===== src/status_pkg.sv =====
// Register map, field positions and reset values of the status reporting block
// How it works
// - Master summary set by any enabled status bit
// - Master summary drives service request interrupt
// - Enable bit 6 never feeds master summary
// - Service enable mask reads back programmed value
// - Event summary set by enabled latched events
// - Event bit 6 excluded from event summary
// - Event enable mask stored and read back exactly
// - Event bits latch until read or clear
// - Power-on leaves only event bit 7 set
// - Event read returns value, then releases bits
// - Clear zeroes events and both enable masks
// - Clear zeroes operation event and enable
// - Clear zeroes questionable event and enable
// - Summary rise and fall raise interrupts
// - Summary follows live status, not latched
// - Status bits 7,5,4 assigned, 3..0 zero
// - Fixed event bit layout, bits 6,1 zero
`default_nettype none
package status_pkg;
  // ****************
  // Register offsets
  // ****************
  localparam logic [11:0] OFS_CMD = 12'h000;
  localparam logic [11:0] OFS_EVT = 12'h004;
  localparam logic [11:0] OFS_EVT_EN = 12'h008;
  localparam logic [11:0] OFS_SRQ_EN = 12'h00c;
  localparam logic [11:0] OFS_STB = 12'h010;
  localparam logic [11:0] OFS_OPER_EVT = 12'h014;
  localparam logic [11:0] OFS_OPER_EN = 12'h018;
  localparam logic [11:0] OFS_QUES_EVT = 12'h01c;
  localparam logic [11:0] OFS_QUES_EN = 12'h020;
  localparam logic [11:0] OFS_IRQ_STAT = 12'h024;
  localparam logic [11:0] OFS_IRQ_MASK = 12'h028;
  // ****************
  // Field positions
  // ****************
  localparam int CMD_CLEAR = 0;
  localparam int CMD_OPC = 1;
  localparam int EVT_PON = 7;
  localparam int EVT_CME = 5;
  localparam int EVT_EXE = 4;
  localparam int EVT_DDE = 3;
  localparam int EVT_QYE = 2;
  localparam int EVT_OPC = 0;
  localparam int STB_OPER = 7;
  localparam int STB_MSS = 6;
  localparam int STB_ESB = 5;
  localparam int STB_MAV = 4;
  localparam int IRQ_RISE = 0;
  localparam int IRQ_FALL = 1;
  // ****************
  // Values and masks
  // ****************
  localparam logic [7:0] EVT_RESET = 8'h80;
  localparam logic [7:0] EVT_SUM_MASK = 8'hbf;
  localparam logic [7:0] SRQ_SUM_MASK = 8'hbf;
  localparam logic [1:0] IRQ_RESET = 2'h0;
endpackage : status_pkg
`default_nettype wire


===== src/summary_if.sv =====
// Carrier between the register logic and the summary logic
`timescale 1ns/100ps
`default_nettype none
interface summary_if;
  logic [7:0] evt;
  logic [7:0] evt_en;
  logic [7:0] srq_en;
  logic oper_any;
  logic msg_avail;
  logic [7:0] stb;
  logic mss;
  modport regs (output evt, output evt_en, output srq_en, output oper_any, output msg_avail, input stb, input mss);
  modport calc (input evt, input evt_en, input srq_en, input oper_any, input msg_avail, output stb, output mss);
endinterface : summary_if
`default_nettype wire


===== src/status_summary.sv =====
// Combinational status byte and master summary
`timescale 1ns/100ps
`default_nettype none
module status_summary (
  summary_if.calc bus
);
  logic esb;
  logic [7:0] live;

  always_comb begin
    esb = |(bus.evt & bus.evt_en & status_pkg::EVT_SUM_MASK);
    live = 8'h00;
    live[status_pkg::STB_OPER] = bus.oper_any;
    live[status_pkg::STB_ESB] = esb;
    live[status_pkg::STB_MAV] = bus.msg_avail;
    bus.mss = |(live & bus.srq_en & status_pkg::SRQ_SUM_MASK);
    bus.stb = live;
    bus.stb[status_pkg::STB_MSS] = bus.mss;
  end
endmodule : status_summary
`default_nettype wire


===== src/status_reporting.sv =====
// Status reporting registers with APB access and service request interrupt
`timescale 1ns/100ps
`default_nettype none
module status_reporting #(
  parameter int OPER_W = 16,
  parameter int QUES_W = 16
) (
  input wire logic pclk,
  input wire logic presetn,
  input wire logic psel,
  input wire logic penable,
  input wire logic pwrite,
  input wire logic [11:0] paddr,
  input wire logic [31:0] pwdata,
  output logic [31:0] prdata,
  output logic pready,
  output logic pslverr,
  input wire logic cmd_err,
  input wire logic exec_err,
  input wire logic dev_err,
  input wire logic query_err,
  input wire logic msg_avail,
  input wire logic [OPER_W-1:0] oper_cond,
  input wire logic [QUES_W-1:0] ques_cond,
  output logic [7:0] status_byte,
  output logic service_request,
  output logic irq
);
  // ****************
  // State
  // ****************
  logic [7:0] evt;
  logic [7:0] next_evt;
  logic [7:0] evt_en;
  logic [7:0] next_evt_en;
  logic [7:0] srq_en;
  logic [7:0] next_srq_en;
  logic [OPER_W-1:0] oper_evt;
  logic [OPER_W-1:0] next_oper_evt;
  logic [OPER_W-1:0] oper_en;
  logic [OPER_W-1:0] next_oper_en;
  logic [QUES_W-1:0] ques_evt;
  logic [QUES_W-1:0] next_ques_evt;
  logic [QUES_W-1:0] ques_en;
  logic [QUES_W-1:0] next_ques_en;
  logic [1:0] irq_stat;
  logic [1:0] next_irq_stat;
  logic [1:0] irq_mask;
  logic [1:0] next_irq_mask;
  logic [31:0] next_prdata;
  logic [7:0] next_status_byte;
  logic mss_q;
  logic next_mss_q;
  logic setup_rd;
  logic acc;
  logic wr;
  logic rd;
  logic cls;
  logic opc;
  logic mapped;
  logic mss_rise;
  logic mss_fall;
  logic wr_cmd;
  logic wr_evt_en;
  logic wr_srq_en;
  logic wr_oper_en;
  logic wr_ques_en;
  logic wr_irq_stat;
  logic wr_irq_mask;
  logic rd_evt;
  logic [7:0] evt_set;
  logic [7:0] evt_rd_clr;

  summary_if sif ();

  status_summary u_summary (
    .bus(sif.calc)
  );

  assign sif.evt = evt;
  assign sif.evt_en = evt_en;
  assign sif.srq_en = srq_en;
  assign sif.oper_any = |oper_evt;
  assign sif.msg_avail = msg_avail;

  // ****************
  // Bus decode
  // ****************
  always_comb begin
    case (paddr)
      status_pkg::OFS_CMD,
      status_pkg::OFS_EVT,
      status_pkg::OFS_EVT_EN,
      status_pkg::OFS_SRQ_EN,
      status_pkg::OFS_STB,
      status_pkg::OFS_OPER_EVT,
      status_pkg::OFS_OPER_EN,
      status_pkg::OFS_QUES_EVT,
      status_pkg::OFS_QUES_EN,
      status_pkg::OFS_IRQ_STAT,
      status_pkg::OFS_IRQ_MASK: mapped = 1'b1;
      default: mapped = 1'b0;
    endcase
  end

  assign acc = psel & penable;
  assign wr = acc & pwrite & mapped;
  assign rd = acc & ~pwrite & mapped;
  assign setup_rd = psel & ~penable & ~pwrite;
  assign pready = 1'b1;
  assign pslverr = acc & ~mapped;

  // ****************
  // Register strobes
  // ****************
  assign wr_cmd = wr && paddr == status_pkg::OFS_CMD;
  assign wr_evt_en = wr && paddr == status_pkg::OFS_EVT_EN;
  assign wr_srq_en = wr && paddr == status_pkg::OFS_SRQ_EN;
  assign wr_oper_en = wr && paddr == status_pkg::OFS_OPER_EN;
  assign wr_ques_en = wr && paddr == status_pkg::OFS_QUES_EN;
  assign wr_irq_stat = wr && paddr == status_pkg::OFS_IRQ_STAT;
  assign wr_irq_mask = wr && paddr == status_pkg::OFS_IRQ_MASK;
  assign rd_evt = rd && paddr == status_pkg::OFS_EVT;
  assign cls = wr_cmd & pwdata[status_pkg::CMD_CLEAR];
  assign opc = wr_cmd & pwdata[status_pkg::CMD_OPC];

  // ****************
  // Standard event register
  // ****************
  always_comb begin
    evt_set = 8'h00;
    evt_set[status_pkg::EVT_CME] = cmd_err;
    evt_set[status_pkg::EVT_EXE] = exec_err;
    evt_set[status_pkg::EVT_DDE] = dev_err;
    evt_set[status_pkg::EVT_QYE] = query_err;
    evt_set[status_pkg::EVT_OPC] = opc;
    // Only the bits handed out in the read are released, so a late set survives
    evt_rd_clr = 8'h00;
    if (rd_evt) begin
      evt_rd_clr = prdata[7:0];
    end
    next_evt = evt;
    if (cls) begin
      next_evt = 8'h00;
    end
    next_evt = (next_evt & ~evt_rd_clr) | evt_set;
  end

  always_ff @(posedge pclk or negedge presetn) begin
    if (!presetn) begin
      evt <= status_pkg::EVT_RESET;
    end else begin
      evt <= next_evt;
    end
  end

  // ****************
  // Enable masks
  // ****************
  always_comb begin
    next_evt_en = evt_en;
    next_srq_en = srq_en;
    if (wr_evt_en) begin
      next_evt_en = pwdata[7:0];
    end
    if (wr_srq_en) begin
      next_srq_en = pwdata[7:0];
    end
    if (cls) begin
      next_evt_en = 8'h00;
      next_srq_en = 8'h00;
    end
  end

  always_ff @(posedge pclk or negedge presetn) begin
    if (!presetn) begin
      evt_en <= 8'h00;
      srq_en <= 8'h00;
    end else begin
      evt_en <= next_evt_en;
      srq_en <= next_srq_en;
    end
  end

  // ****************
  // Operation and questionable registers
  // ****************
  always_comb begin
    next_oper_evt = oper_evt | oper_cond;
    next_oper_en = oper_en;
    next_ques_evt = ques_evt | ques_cond;
    next_ques_en = ques_en;
    if (wr_oper_en) begin
      next_oper_en = pwdata[OPER_W-1:0];
    end
    if (wr_ques_en) begin
      next_ques_en = pwdata[QUES_W-1:0];
    end
    if (cls) begin
      // A condition held high in the clear cycle sets its bit again
      next_oper_evt = oper_cond;
      next_oper_en = '0;
      next_ques_evt = ques_cond;
      next_ques_en = '0;
    end
  end

  always_ff @(posedge pclk or negedge presetn) begin
    if (!presetn) begin
      oper_evt <= '0;
      oper_en <= '0;
      ques_evt <= '0;
      ques_en <= '0;
    end else begin
      oper_evt <= next_oper_evt;
      oper_en <= next_oper_en;
      ques_evt <= next_ques_evt;
      ques_en <= next_ques_en;
    end
  end

  // ****************
  // Interrupt status
  // ****************
  assign mss_rise = sif.mss & ~mss_q;
  assign mss_fall = ~sif.mss & mss_q;
  assign irq = |(irq_stat & irq_mask);

  always_comb begin
    next_irq_mask = irq_mask;
    next_irq_stat = irq_stat;
    next_mss_q = sif.mss;
    if (wr_irq_mask) begin
      next_irq_mask = pwdata[1:0];
    end
    if (wr_irq_stat) begin
      next_irq_stat = irq_stat & ~pwdata[1:0];
    end
    // An edge in the clearing cycle wins over the clear
    next_irq_stat[status_pkg::IRQ_RISE] = next_irq_stat[status_pkg::IRQ_RISE] | mss_rise;
    next_irq_stat[status_pkg::IRQ_FALL] = next_irq_stat[status_pkg::IRQ_FALL] | mss_fall;
  end

  always_ff @(posedge pclk or negedge presetn) begin
    if (!presetn) begin
      irq_stat <= status_pkg::IRQ_RESET;
      irq_mask <= status_pkg::IRQ_RESET;
      mss_q <= 1'b0;
    end else begin
      irq_stat <= next_irq_stat;
      irq_mask <= next_irq_mask;
      mss_q <= next_mss_q;
    end
  end

  // ****************
  // Read data
  // ****************
  always_comb begin
    next_prdata = prdata;
    if (setup_rd) begin
      next_prdata = 32'h0000_0000;
      case (paddr)
        status_pkg::OFS_EVT: next_prdata[7:0] = evt;
        status_pkg::OFS_EVT_EN: next_prdata[7:0] = evt_en;
        status_pkg::OFS_SRQ_EN: next_prdata[7:0] = srq_en;
        status_pkg::OFS_STB: next_prdata[7:0] = sif.stb;
        status_pkg::OFS_OPER_EVT: next_prdata[OPER_W-1:0] = oper_evt;
        status_pkg::OFS_OPER_EN: next_prdata[OPER_W-1:0] = oper_en;
        status_pkg::OFS_QUES_EVT: next_prdata[QUES_W-1:0] = ques_evt;
        status_pkg::OFS_QUES_EN: next_prdata[QUES_W-1:0] = ques_en;
        status_pkg::OFS_IRQ_STAT: next_prdata[1:0] = irq_stat;
        status_pkg::OFS_IRQ_MASK: next_prdata[1:0] = irq_mask;
        default: ;
      endcase
    end
  end

  always_ff @(posedge pclk or negedge presetn) begin
    if (!presetn) begin
      prdata <= 32'h0000_0000;
    end else begin
      prdata <= next_prdata;
    end
  end

  // ****************
  // Status byte
  // ****************
  always_comb begin
    next_status_byte = sif.stb;
  end

  always_ff @(posedge pclk or negedge presetn) begin
    if (!presetn) begin
      status_byte <= 8'h00;
    end else begin
      status_byte <= next_status_byte;
    end
  end

  assign service_request = mss_q;
endmodule : status_reporting
`default_nettype wire


===== config.mk =====
export PLATFORM = sky130hd
export DESIGN_NAME = status_reporting
export DESIGN_NICKNAME = d
export VERILOG_FILES = /design/src/status_pkg.sv /design/src/summary_if.sv /design/src/status_summary.sv /design/src/status_reporting.sv
export SDC_FILE = /design/constraint.sdc
export NUM_CORES = 1
export LEC_CHECK = 0
export ABC_AREA = 1
export BUFFER_PORTS_ARGS = -buffer_cell sky130_fd_sc_hd__buf_2
export CAP_MARGIN = 20
export CORE_MARGIN = 5
export CORE_UTILIZATION = 55
export CTS_CLUSTER_SIZE = 28
export DETAILED_ROUTE_END_ITERATION = 7
export PLACE_DENSITY_LB_ADDON = 0.25
export REMOVE_ABC_BUFFERS = 1
export SLEW_MARGIN = 30
export SYNTH_ARGS = -nofsm -noshare
export SYNTH_HDL_FRONTEND = slang
export SYNTH_SLANG_ARGS = --single-unit
export TNS_END_PERCENT = 1

===== constraint.sdc =====
create_clock -name pclk -period 1.6 [get_ports pclk]
set_input_delay 0.08 -clock pclk [delete_from_list [all_inputs] [get_ports pclk]]
set_output_delay 0.08 -clock pclk [all_outputs]
set_load 0.02 [all_outputs]

After elaboration in Yosys (flattened, before gate mapping)
Cells that the tools add are included.

Output and inout bits: 44. Register bits: 113. Logic and storage cells: 86.

Equality and inequality tests: 10. Muxes and demuxes: 17. Bitwise gates (word level): 29. Reductions and logical operators: 18.

Operators with widths (number): $mux W16 (6); $eq A12 B5 Y1 const B (4); $mux W8 (6); $pmux W6 S8 (1); $eq A12 B6 Y1 const B (3); $or A16 B16 Y16 (2); $pmux W8 S4 (1); $and A8 B8 Y8 (3); $eq A12 B4 Y1 const B (2); $pmux W2 S9 (1); $reduce_or A16 Y1 (1); $reduce_or A7 Y1 (2); $and A1 B1 Y1 (12); $eq A12 B3 Y1 const B (1); $logic_not A12 Y1 (1); $reduce_or A11 Y1 (1); $logic_and A1 B1 Y1 (8); $not A8 Y8 (1); $or A8 B6 Y8 (1); $reduce_bool A2 Y1 (4); $not A1 Y1 (5); $and A2 B2 Y2 (2); $mux W2 (1); $not A2 Y2 (1); other kinds (3) (4).

Depth between registers and ports, before layout
Depth after elaboration: 9. Mapped depth: 13. Mapped depth without buffers: 13.

Modules after synthesis
Synthesis repeated with hierarchy kept, for this count alone.

Cells, all modules: 791. Area, all modules: 6179.7 um^2.

By module, submodules not included: status_reporting (seq. area each 2929.1 um^2, area each 6043.3 um^2, times used 1, cells an instance 764); status_summary (seq. area each 0.0 um^2, area each 136.4 um^2, times used 1, cells an instance 27).

Worst setup path after synthesis
OpenSTA, ideal clock, no wires.

Kind: in2reg. Start point: in paddr[11]. End point: reg ques_en[10]. Required time: 1.483 ns. Data arrival time: 1.349 ns. Setup slack: 0.134 ns. Stages on the path: 12. Setup time: 0.117 ns. Cells stage by stage: nor2_1 nand2_2 nor2_4 inv_2 nor2_8 nor2_2 nand2_8 nand4_4 buf_6 buf_4 nand3_1 nand2_1.

Longest elaborated chain between the ends: 7. Elaborated cells on any way between the ends: 19. Classes of those cells: 10 x eq/ne; 2 x mux; 2 x bitwise; 5 x reduce/logical.

Ends and longest elaborated chain: start: declaration (RTL line status_reporting.sv:13) `input wire logic [11:0] paddr,`; $eq A12 B4 Y1 (tied with other cells) (RTL line status_reporting.sv:90) `case (paddr)`; $reduce_or A11 Y1 (RTL line status_reporting.sv:90); $mux W1 (RTL line status_reporting.sv:90); $and A1 B1 Y1 (RTL line status_reporting.sv:107) `assign wr = acc & pwrite & mapped;`; $logic_and A1 B1 Y1 (RTL line status_reporting.sv:116) `assign wr_cmd = wr && paddr == status_pkg::OFS_CMD;`; $and A1 B1 Y1 (RTL line status_reporting.sv:124) `assign cls = wr_cmd & pwdata[status_pkg::CMD_CLEAR];`; $mux W16 or $reduce_bool A2 Y1 (tied branches); end signal: assignment (RTL line status_reporting.sv:218) `ques_en <= next_ques_en;`; end: declaration (RTL line status_reporting.sv:44) `logic [QUES_W-1:0] ques_en;`.

Several ways; a longest one is shown, not always the timed one. A chain may end at the register's enable or synchronous reset.

Final worst setup path
Start point: reg oper_evt[11]. End point: reg prdata[6].

Longest elaborated chain between the ends: 4.

Ends and longest elaborated chain: start: declaration (RTL line status_reporting.sv:38) `logic [OPER_W-1:0] oper_evt;`; start signal: assignment (RTL line status_reporting.sv:215) `oper_evt <= next_oper_evt;`; $reduce_or A16 Y1 (RTL line status_reporting.sv:83) `assign sif.oper_any = |oper_evt;`; named net sif.oper_any (RTL line summary_if.sv:8) `logic oper_any;`; $and A8 B8 Y8 (RTL line status_summary.sv:16) `bus.mss = |(live & bus.srq_en & status_pkg::SRQ_SUM_MASK);`; $reduce_or A7 Y1 (RTL line status_summary.sv:16); named net next_mss_q (RTL line status_reporting.sv:53) `logic next_mss_q;`; $pmux W6 S8 (RTL line status_reporting.sv:263) `case (paddr)`; end signal: assignment (RTL line status_reporting.sv:283) `prdata <= next_prdata;`; end: declaration (RTL line status_reporting.sv:15) `output logic [31:0] prdata,`.

The timed path passes the listed nets, and every way through them passes these cells.

==> metrics.md <==
| Metric | Value |
|---|---|
| Most frequent cells in the layout | `nand2_1 (251), nand3_1 (136), dfrtp_1 (111)` |
| Most common cell after layout, fill and taps aside | `nand2_1` |
| Yosys top cell by area | `dfrtp_1` |
| Overall Global Routing Usage | `27.3%` |
| Critical path class | `reg -> reg` |
| Buf/Inv on CP | `1` |
| Final non-filler cell total | `1108` |
| Setup ws final | `34.3 ps` |
| Row count | `37` |
| Fin Hold WS | `28.2 ps` |
| H-tree Lvls | `3` |
| Post-synth top area share | `47.4%` |
| Delay of the slowest critical-path stage | `400 ps` |
| Crit path max-delay family | `simple AND/OR/NAND/NOR gates` |
| Reg2Reg Launch Point | `oper_evt[11]` |
| Cells after Synth | `772` |
| Final Skew | `16.1 ps` |
| Critical Path Fanout Max | `3` |
| Final design utilization | `73.6%` |
| Total chip power | `5.19 mW` |
| Final period utilization | `97.9%` |
| Netlist cell types | `31` |
| Met2 WL post-DR | `7.66 mm` |
| Syn avg cell area | `7.60 um^2` |
| CTS root buf | `clkbuf_8` |
| N_diodes | `0` |
| Min-Delay Path Class | `in -> reg` |
| Global-route wire length before repair | `28.0 mm` |
| Clk_lat worst skew | `400 ps` |
| Largest net degree at the start of global routing | `72` |
| Critical path, cell by cell | `inv_1 > nand4_1 > nor2_2 > nand2_2 > nand2_4 > nand3_4 > nand2_2 > nand3b_1 > nand2_1 > nand2_1` |
| WP data required | `1890 ps` |
| Reg clk slew, reported paths | `100 ps` |
| Max-slew headroom | `63.9%` |
| Layout cells sized above 1 | `22.0%` |
| Die area | `0.0128 mm^2` |
| Clock buffer depth | `2` |
| RePlAce Congestion | `0.933` |
| Worst setup SP type | `flop` |
| Nets | `1053` |
| Main combinational cell family by area after synthesis | `simple AND/OR/NAND/NOR gates` |
| Pre-antenna DRT Iters | `5` |
| Warning count from the yosys run | `0` |
| Synthesized-area fraction occupied by adder cells | `0%` |
| Total CTS buffers | `9` |
| DP Area | `0.00682 mm^2` |
| Outcome | `finished clean` |
| Final Instance Area | `0.00764 mm^2` |
| TritonCTS clock tree | `yes` |
| Peak supply drop | `0.000845 V` |
| IO Port Bufs | `92` |
| Static Leak | `4.49 nW` |
| Synthesized flop and latch total | `112` |
| M1 wire length | `6.93 mm` |
| Worst EP arrival | `1850 ps` |
| Ranking of synthesized cells by area | `dfrtp_1 (47%), nand2_1 (16%), nand3_1 (12%), inv_1 (6.1%), buf_4 (3.5%)` |
| Fraction of synthesized area in multiplexers | `0%` |
| Die H | `113 um` |
| Syn-to-layout area delta | `30.2%` |
| Post-synthesis sequential area ratio | `47.8%` |
| Max-slew violations | `0` |
| Slowest-stage cell, CP | `dfrtp_1` |
| WL per Instance | `14.7 um` |
| Fin crit period | `1570 ps` |
| # fillers | `823` |
| Critical path launch point | `oper_evt[11]` |
| Setup TNS | `0 ps` |
| Via density | `5.18` |
| Antenna violations before repair | `0` |
| Max Fclk | `0.639 GHz` |
| DRC | `0` |
| Detail Route Antenna Nets | `0` |
| Power Density | `680 mW/mm^2` |
| Pre-CTS setup slack | `-112 ps` |
| Multi-input logic area | `0.00243 mm^2` |
| First DRT Iteration DRCs | `506` |
| Routed WL | `16.3 mm` |
| Final setup fails | `0` |
| Chip Width | `113 um` |
| Vias in the first global route | `5820` |
| Min-delay src | `pwdata[0]` |
| Worst Setup End Kind | `flop` |
| Clock Sinks | `112` |
| Post-synthesis cell area | `0.00587 mm^2` |
| RSZ-0062 raised after global routing | `true` |
| Post-synthesis compound-gate area fraction | `4.71%` |
| Register area | `0.00280 mm^2` |
| R2R Setup Slk | `30 ps` |
| Placed Cells | `1036` |
| Post-DP HPWL | `11.8 mm` |
| Core area | `0.0104 mm^2` |
| Grt ovf | `0` |
| Via Count | `5735` |
| Max Cap Violations | `0` |
| Simple-Gate Fraction of Synth Area | `34.9%` |
| Initial core utilization | `56.6%` |
| DR top layer | `met4` |
| Post-Synth XOR/XNOR Area | `0%` |
| Final Hold Viols | `0` |
| IO Pins | `130` |
| Worst Tran Pin Value | `540 ps` |
| Met3 Wirelength | `1.31 mm` |
==> cells in the mapped netlist <==
library cell and count:
nand2_2 2, a21boi_2 1, nand4_1 9, o21ai_1 2, nand2_8 1, nor2_1 31
buf_4 27, clkinv_1 1, nor2_2 4, nand2_1 254, clkbuf_1 5, nand3_1 137
o21ai_0 31, nor3_1 1, o22ai_1 9, conb_1 2, inv_2 12, nand3b_1 3
nor2_8 1, nand3_2 1, nand3_4 3, a21oi_1 7, buf_1 1, buf_2 9
o2bb2ai_1 1, dfstp_2 1, inv_1 95, nand4_4 1, nor2_4 4, buf_6 5
dfrtp_1 111
==> state kept, by name, summed over array words and instances, names as in the netlist <==
| register | flops |
|---|---|
| prdata | 16 |
| irq_mask | 2 |
| ques_en | 16 |
| irq_stat | 2 |
| status_byte | 4 |
| sif.srq_en | 8 |
| evt_en | 8 |
| ques_evt | 16 |
| oper_en | 16 |
| oper_evt | 16 |
| evt | 8 |
==> what timing repair did <==
action                                 CTS  global route
buffers inserted                         0             3
setup endpoints to repair                4             4
hold buffers                            53             0
endpoints found under the hold margin  133             0
pin swaps                                2             6
gates resized for setup                  2             8
==> path summary, 6_finish.rpt <==
| path | cells after the start | end |
|---|---|---|
| setup / recovery | 10 | prdata[6] |
| hold / removal | 3 | oper_en[0] |
| setup reg to reg | 10 | prdata[6] |
| hold reg to reg | 2 | oper_evt[14] |
| max in group asynchronous | 3 | evt[7] |
| min in group asynchronous | 2 | oper_evt[12] |
==> where the power goes <==
group / internal (mW) / switching, mW
combinational: 0.195 / 0.242
sequential: 2.83 / 0.000658
clock: 0.965 / 0.962
total: 3.99 / 1.20
==> layer usage <==
metal / vias to the layer above / GRT usage, %
li1: 2773 / -
met1: 2681 / 36.9
met2: 243 / 43.3
met3: 38 / 6.63
met4: 0 / 9.62
met5: - / 0
==> kinds of logic after synthesis <==
logic type      Yosys count
simple gates            452
buf+inv                 155
flops                   112
compound gates           51
other cells               2
==> worst register-to-register path: stages (launching register included) <==
cell and delay, ps:
dfrtp_1 400, inv_1 80, nand4_1 190, nor2_2 220
nand2_2 130, nand2_4 110, nand3_4 70, nand2_2 60
nand3b_1 70, nand2_1 70, nand2_1 50
==> layout make-up <==
class | instances | share of cell area (%)
flip-flops and latches | 112 | 36.7
clock buffers | 11 | 1.98
inverters | 108 | 5.31
multi-input cells | 524 | 31.8
well taps | 136 | 2.23
repair buffers | 212 | 20.9
clock inverters | 5 | 1.03
(Power assumes the default switching activity.)
